**src/rtl/eisp_map.svh**
```systemverilog
// offsets, field positions, reset values and codes of the port-select block
`ifndef EISP_MAP_SVH
`define EISP_MAP_SVH

// byte addresses on the register bus
`define EISP_ADDR_W        12
`define EISP_SELH_OFS      12'h104
`define EISP_STAT_OFS      12'h108

// select field layout
`define EISP_SEL_W         3
`define EISP_SEL_RST       3'h0
`define EISP_L13_LSB       20
`define EISP_L12_LSB       16
`define EISP_L11_LSB       12

// status register layout
`define EISP_STAT_LVL_LSB  0
`define EISP_STAT_BAD_LSB  4

// bank choice codes
`define EISP_BANK_A        3'h0
`define EISP_BANK_B        3'h1
`define EISP_BANK_C        3'h2
`define EISP_BANK_D        3'h3
`define EISP_BANK_E        3'h4
`define EISP_BANK_F        3'h5
`define EISP_NBANK         6

// avalon response codes
`define EISP_RESP_OK       2'h0
`define EISP_RESP_SLVERR   2'h2

`endif

```
**src/rtl/eisp_pkg.sv**
```systemverilog
// types shared by the port-select block
package eisp_pkg;
  typedef logic [2:0] eisp_sel_t;
  typedef enum logic [2:0] {
    bank_a_choice,
    bank_b_choice,
    bank_c_choice,
    bank_d_choice,
    bank_e_choice,
    bank_f_choice
  } eisp_bank_t;
  typedef enum {EISP_IDLE, EISP_ANSWER} eisp_bus_state_t;
endpackage : eisp_pkg

```
**src/rtl/eisp_port_select_high.sv**
```systemverilog
// upper external-interrupt source select, lines 13..11, avalon-mm slave
`timescale 1ns/1ps
`default_nettype none
`include "eisp_map.svh"
module eisp_port_select_high
  import eisp_pkg::*;
(
  input  wire logic                    clk,
  input  wire logic                    rst,
  // avalon-mm slave
  input  wire logic [`EISP_ADDR_W-1:0] address,
  input  wire logic                    read,
  input  wire logic                    write,
  input  wire logic [31:0]             writedata,
  input  wire logic [3:0]              byteenable,
  output logic      [31:0]             readdata,
  output logic      [1:0]              response,
  output logic                         waitrequest,
  // pin 11..13 of each bank, index 0 is bank a
  input  wire logic [`EISP_NBANK-1:0]  bank_pin13,
  input  wire logic [`EISP_NBANK-1:0]  bank_pin12,
  input  wire logic [`EISP_NBANK-1:0]  bank_pin11,
  // selected sources toward the edge and flag logic
  output logic                         ext_irq_line13,
  output logic                         ext_irq_line12,
  output logic                         ext_irq_line11
);
  eisp_bus_state_t state_q;
  eisp_bus_state_t state_d;
  logic [31:0]     readdata_d;
  logic [1:0]      response_d;
  logic            waitrequest_d;
  eisp_sel_t       line13_source_sel;
  eisp_sel_t       line12_source_sel;
  eisp_sel_t       line11_source_sel;
  logic            bad13;
  logic            bad12;
  logic            bad11;

  // decode
  wire req      = read | write;
  wire hit_selh = (address == `EISP_SELH_OFS);
  wire hit_stat = (address == `EISP_STAT_OFS);
  wire mapped   = hit_selh | hit_stat;
  // write lands on the edge where waitrequest is seen low
  wire accept   = (state_q == EISP_ANSWER);
  wire wr_selh  = accept & write & hit_selh;
  // fields 13 and 12 live in byte 2, field 11 in byte 1
  wire wr_l13   = wr_selh & byteenable[2];
  wire wr_l12   = wr_selh & byteenable[2];
  wire wr_l11   = wr_selh & byteenable[1];

  // read images; unused bits 19, 15 and the rest read zero
  // unused bits zero
  wire [31:0] selh_image = (32'(line13_source_sel) << `EISP_L13_LSB)
                         | (32'(line12_source_sel) << `EISP_L12_LSB)
                         | (32'(line11_source_sel) << `EISP_L11_LSB);
  wire [31:0] stat_image = (32'({ext_irq_line13, ext_irq_line12, ext_irq_line11})
                            << `EISP_STAT_LVL_LSB)
                         | (32'({bad13, bad12, bad11}) << `EISP_STAT_BAD_LSB);
  wire [31:0] rd_mux     = hit_selh ? selh_image :
                           hit_stat ? stat_image : 32'h0000_0000;

  // select fields; bits 19 and 15 are not stored
  // reserved bits dropped
  eisp_sel_field #(
    .RST_VAL (`EISP_SEL_RST)
  ) u_field13 (
    .clk     (clk),
    .rst     (rst),
    .wr_en   (wr_l13),
    .wdata   (writedata[`EISP_L13_LSB +: `EISP_SEL_W]),
    .field_q (line13_source_sel)
  );

  eisp_sel_field #(
    .RST_VAL (`EISP_SEL_RST)
  ) u_field12 (
    .clk     (clk),
    .rst     (rst),
    .wr_en   (wr_l12),
    .wdata   (writedata[`EISP_L12_LSB +: `EISP_SEL_W]),
    .field_q (line12_source_sel)
  );

  eisp_sel_field #(
    .RST_VAL (`EISP_SEL_RST)
  ) u_field11 (
    .clk     (clk),
    .rst     (rst),
    .wr_en   (wr_l11),
    .wdata   (writedata[`EISP_L11_LSB +: `EISP_SEL_W]),
    .field_q (line11_source_sel)
  );

  eisp_src_mux #(
    .NBANK (`EISP_NBANK)
  ) u_mux13 (
    .clk       (clk),
    .rst       (rst),
    .sel       (line13_source_sel),
    .bank_pins (bank_pin13),
    .line_q    (ext_irq_line13),
    .sel_bad   (bad13)
  );

  eisp_src_mux #(
    .NBANK (`EISP_NBANK)
  ) u_mux12 (
    .clk       (clk),
    .rst       (rst),
    .sel       (line12_source_sel),
    .bank_pins (bank_pin12),
    .line_q    (ext_irq_line12),
    .sel_bad   (bad12)
  );

  eisp_src_mux #(
    .NBANK (`EISP_NBANK)
  ) u_mux11 (
    .clk       (clk),
    .rst       (rst),
    .sel       (line11_source_sel),
    .bank_pins (bank_pin11),
    .line_q    (ext_irq_line11),
    .sel_bad   (bad11)
  );

  // bus handshake: one wait cycle, then one answer cycle
  always_comb begin
    state_d       = state_q;
    readdata_d    = readdata;
    response_d    = response;
    waitrequest_d = 1'b1;
    case (state_q)
      EISP_IDLE: begin
        if (req) begin
          state_d       = EISP_ANSWER;
          waitrequest_d = 1'b0;
          readdata_d    = read ? rd_mux : 32'h0000_0000;
          response_d    = mapped ? `EISP_RESP_OK : `EISP_RESP_SLVERR;
        end
      end
      EISP_ANSWER: begin
        state_d = EISP_IDLE;
      end
      default: begin
        state_d = EISP_IDLE;
      end
    endcase
  end

  // bus registers; waitrequest idles high
  always_ff @(posedge clk) begin
    if (rst) begin
      state_q     <= EISP_IDLE;
      readdata    <= 32'h0000_0000;
      response    <= `EISP_RESP_OK;
      waitrequest <= 1'b1;
    end else begin
      state_q     <= state_d;
      readdata    <= readdata_d;
      response    <= response_d;
      waitrequest <= waitrequest_d;
    end
  end
endmodule : eisp_port_select_high
`default_nettype wire

```
**src/rtl/eisp_sel_field.sv**
```systemverilog
// one read-write select field with reset to bank a
`timescale 1ns/1ps
`default_nettype none
`include "eisp_map.svh"
module eisp_sel_field
  import eisp_pkg::*;
#(
  parameter eisp_sel_t RST_VAL = `EISP_SEL_RST
) (
  input  wire logic      clk,
  input  wire logic      rst,
  input  wire logic      wr_en,
  input  wire eisp_sel_t wdata,
  output var  eisp_sel_t field_q
);
  // field store, cleared by reset
  always_ff @(posedge clk) begin
    if (rst) begin
      field_q <= RST_VAL;
    end else if (wr_en) begin
      field_q <= wdata;
    end
  end
endmodule : eisp_sel_field
`default_nettype wire

```
**src/rtl/eisp_src_mux.sv**
```systemverilog
// one line: picks the pin of the selected bank, registered
`timescale 1ns/1ps
`default_nettype none
`include "eisp_map.svh"
module eisp_src_mux
  import eisp_pkg::*;
#(
  parameter int NBANK = `EISP_NBANK
) (
  input  wire logic             clk,
  input  wire logic             rst,
  input  wire eisp_sel_t        sel,
  input  wire logic [NBANK-1:0] bank_pins,
  output logic                  line_q,
  output logic                  sel_bad
);
  logic pick;

  // codes past the last bank connect nothing
  // codes 6,7 idle
  assign sel_bad = (32'(sel) >= NBANK);
  assign pick    = sel_bad ? 1'b0 : bank_pins[sel];

  // registered line output
  always_ff @(posedge clk) begin
    if (rst) begin
      line_q <= 1'b0;
    end else begin
      line_q <= pick;
    end
  end
endmodule : eisp_src_mux
`default_nettype wire

```
**config.mk**
```make
export PLATFORM = sky130hd
export DESIGN_NAME = eisp_port_select_high
export DESIGN_NICKNAME = d
export VERILOG_FILES = /design/src/rtl/eisp_pkg.sv /design/src/rtl/eisp_port_select_high.sv /design/src/rtl/eisp_sel_field.sv /design/src/rtl/eisp_src_mux.sv
export VERILOG_INCLUDE_DIRS = /design/src /design/src/rtl
export SDC_FILE = /design/constraint.sdc
export NUM_CORES = 1
export LEC_CHECK = 0
export ABC_AREA = 0
export BUFFER_PORTS_ARGS = -buffer_cell sky130_fd_sc_hd__buf_4
export CORE_MARGIN = 1
export CORE_UTILIZATION = 27
export DETAILED_ROUTE_END_ITERATION = 8
export GPL_TIMING_DRIVEN = 0
export PLACE_DENSITY = 0.7
export SLEW_MARGIN = 20
export SYNTH_ARGS = -nofsm -noshare
export SYNTH_HDL_FRONTEND = slang
export SYNTH_HIERARCHICAL = 1
export SYNTH_SLANG_ARGS = --single-unit
```
**constraint.sdc**
```tcl
create_clock -name clk -period 2 [get_ports clk]
set_input_delay 0.1 -clock clk [delete_from_list [all_inputs] [get_ports clk]]
set_output_delay 0.1 -clock clk [all_outputs]
set_load 0.02 [all_outputs]
```
==> impl_metrics.csv <==
group,metric,value,unit
yosys,syn_inst,129,
hold_path,hp-class,"in -> reg",
final_layout,ff_latch_area,601,um2
power_and_ir_drop,p_leak,0.000973,uW
die,die_height,74.5,um
yosys,syn_area,0.00142,mm2
worst_setup_path,critPathMaxFanout,10,
die,die-area,0.00554,mm2
timing,rsz0062_at_grt,"false",
yosys,ys_ff_latch,30,
final_layout,syn_to_final_growth,52.3,%
cts,cts-root-buf,"clkbuf_8",
worst_setup_path,slowest_stage,"buf_1",
placement,dpl_cell_area,0.00205,mm2
timing,finalMaxSlewViolations,0,
cts,ctsResizeCount,0,
worst_setup_path,critPathKind,"reg -> reg",
drt,drc,0,
power_and_ir_drop,seqPwrFrac,0.448,
yosys,synth.avg_cell_area,11.0,um2
placement,dp_slack,-41.3,ps
final_layout,nets,287,
final_layout,stdcell_area,0.00216,mm2
yosys,synth.distinct_cells,29,
yosys,synth.top_cell.area_share,0.424,
die,rows,26,
power_and_ir_drop,powerDensity,631,mW/mm2
final_layout,most-common-layout-cells,"buf_4 (82), dfxtp_1 (30), conb_1 (18), nor2_1 (11)",
die,core_area,0.00507,mm2
final_layout,fillers,536,
die,ioPinCount,108,
cts,cts_made_buffers,5,
cts,cts_htree_levels,2,
yosys,synthMuxAreaShare,0.135,
cts,cts_hold_buf,0,
drt,postRouteWirelength,3350,um
timing,timing.setup.tns,0,ps
yosys,seq_area_frac_synth,0.424,
timing,fin_crit_sh,0.893,
yosys,synth_top_area_cell,"dfxtp_1",
final_layout,final_common_cell,"buf_4",
timing,max_slew_margin,0.606,
worst_setup_path,critPathLaunchType,"register",
placement,port_buffers,64,
worst_setup_path,critical-path-top-delay-family,"buffers and inverters",
final_layout,fin_util,0.426,
power_and_ir_drop,vdd_drop_max,0.229,mV
worst_setup_path,worstPathCellList,"o21bai_1 > nor2b_1 > buf_1 > a22o_1",
drt,dr.pass1.iters,4,
power_and_ir_drop,p_sw_frac,0.224,
timing,skew,0.901,ps
global_route,grt_pass1_vias,1096,
timing,fmax,560,MHz
cts,cts_setup_buffers,0,
worst_setup_path,critPathMaxStageDelay,510,ps
power_and_ir_drop,power_frac_comb,0.140,
final_layout,drive_above_1_share,0.495,
cts,cts_tree,"done",
yosys,netlist_top_cells_area,"dfxtp_1 (42%), buf_4 (9.5%), mux2i_1 (6.4%)",
cts,clkTransAtPathRegs,60,ps
timing,setup-violations-final,0,
run_status,outcome,"finished clean",
global_route,grt_pass1_wl,5000,um
yosys,yosysWarnings,6,
worst_setup_path,worstPathArrival,2010,ps
run,cap_violations,0,
cts,insertion_delay,280,ps
die,die_x,74.5,um
timing,final_hold_viol_count,0,
yosys,synthAdderAreaFrac,0,
power_and_ir_drop,netSwitchingPower,305,uW
global_route,grt_overflow_total,0,
yosys,synth_top_family_by_area,"simple AND/OR/NAND/NOR gates",
worst_setup_path,path_buf_inv,1,
yosys,synthSimpleGateAreaFrac,0.164,
cts,cts_buffer_depth,2,
yosys,synth-xor-area-share,0.00618,
global_route,grt_usage,0.125,
global_route,grt_max_degree,17,
drt,vias_per_cell,4.13,
global_route,antenna_found_initial,0,
power_and_ir_drop,clock_power_share,0.412,
final_layout,diodes,0,
drt,drt_iter0_drc,58,
placement,dp_hpwl,2620,um
cts,cts.sink_count,30,
timing,period_minus_slack,1790,ps
die,start_util,0.279,
worst_setup_path,worstPathRequired,2220,ps
timing,worstMarginPinSlew,586,ps
final_layout,multi_input_area,701,um2
drt,wl_per_cell,11.6,um
timing,timing.hold.ws,57.8,ps
timing,fin_ws,214,ps
yosys,synth_compound_area_frac,0.141,
power_and_ir_drop,p_int,1060,uW
worst_setup_path,end_kind,"register",
drt,num_vias,1189,
drt,drtAntennaViolNets,0,
placement,place_congestion,0.675,
==> metrics by stage <==
| stage | power, uW | std cells |
|---|---|---|
| after floorplan | 723 | 146 |
| after global placement | 811 | 280 |
| after detailed placement | 815 | 280 |
| after CTS | 1380 | 288 |
| after global routing | 1430 | 288 |
| final | 1360 | 288 |
==> routing by layer <==
layer  track usage  share of wire  vias to the layer above  routed length [um]
met5             0              0                        -                   0
met4        0.0377         0.0078                        0                  26
met3        0.0542          0.074                        5                 249
met2         0.221           0.52                       44                1740
met1         0.133           0.40                      543                1330
li1              -              -                      597                   -
==> cell families after synthesis <==
logic type	after synthesis
xor+xnor	1
other cells	1
mux	15
flops	30
compound gates	20
simple gates	34
buf+inv	28
==> power by group through the flow <==
stage / Sequential [uW] / Combinational, uW / Clock [uW]
after global routing: 611 / 206 / 611
after detailed placement: 623 / 191 / 0
after CTS: 610 / 192 / 576
after floorplan: 631 / 92.4 / 0
after global placement: 623 / 188 / 0
final: 610 / 191 / 562
==> sequential cells by signal (all words and copies together), names as in the netlist <==
register,cells
u_field13/field_q,3
response,1
readdata,15
u_field11/field_q,3
waitrequest,1
u_field12/field_q,3
u_mux13/line_q,1
u_mux11/line_q,1
state_q,1
u_mux12/line_q,1
==> worst reg2reg max path: cells and delay by family, from the launching register on <==
kind / cells / cell delay [ps]
buffers and inverters: 1 / 510
AND/OR/NAND/NOR: 1 / 450
AO/OA/AOI/OAI: 2 / 410
flip-flops: 1 / 350
==> area by class of cell <==
| cell class | count | share of cell area |
|---|---|---|
| Clock buffer | 8 | 0.0510 |
| Timing Repair Buffer | 64 | 0.222 |
| Buffer | 20 | 0.0695 |
| Inverter | 8 | 0.0139 |
| Sequential cell | 30 | 0.278 |
| Multi-Input combinational cell | 88 | 0.324 |
| Tap cell | 70 | 0.0406 |
==> path summary, 6_finish.rpt <==
check | startpoint | end | slack, ps | cells after the start
max reg2reg | state_q[0] | readdata[20] | 210 | 4
max | state_q[0] | readdata[20] | 210 | 4
min reg2reg | u_mux11/line_q | readdata[0] | 450 | 2
min | writedata[13] | u_field11/field_q[1] | 60 | 3
==> synth_stat cells <==
library cell / n
a21oi_1: 3
a221oi_1: 1
a22o_1: 9
and2_1: 5
buf_1: 1
buf_4: 18
buf_6: 1
conb_1: 1
dfxtp_1: 30
inv_1: 8
mux2_2: 3
mux2i_1: 9
mux4_2: 3
nand2b_1: 3
nand3b_1: 3
nand4b_1: 1
nor2_1: 11
nor2b_1: 1
nor3_1: 1
nor4_1: 1
nor4_4: 1
o21bai_1: 1
o2bb2ai_2: 6
or2_2: 1
or3_1: 1
or4_4: 2
or4b_4: 1
or4bb_1: 2
xnor2_1: 1
No activity file was read; power rests on OpenSTA's default activity.
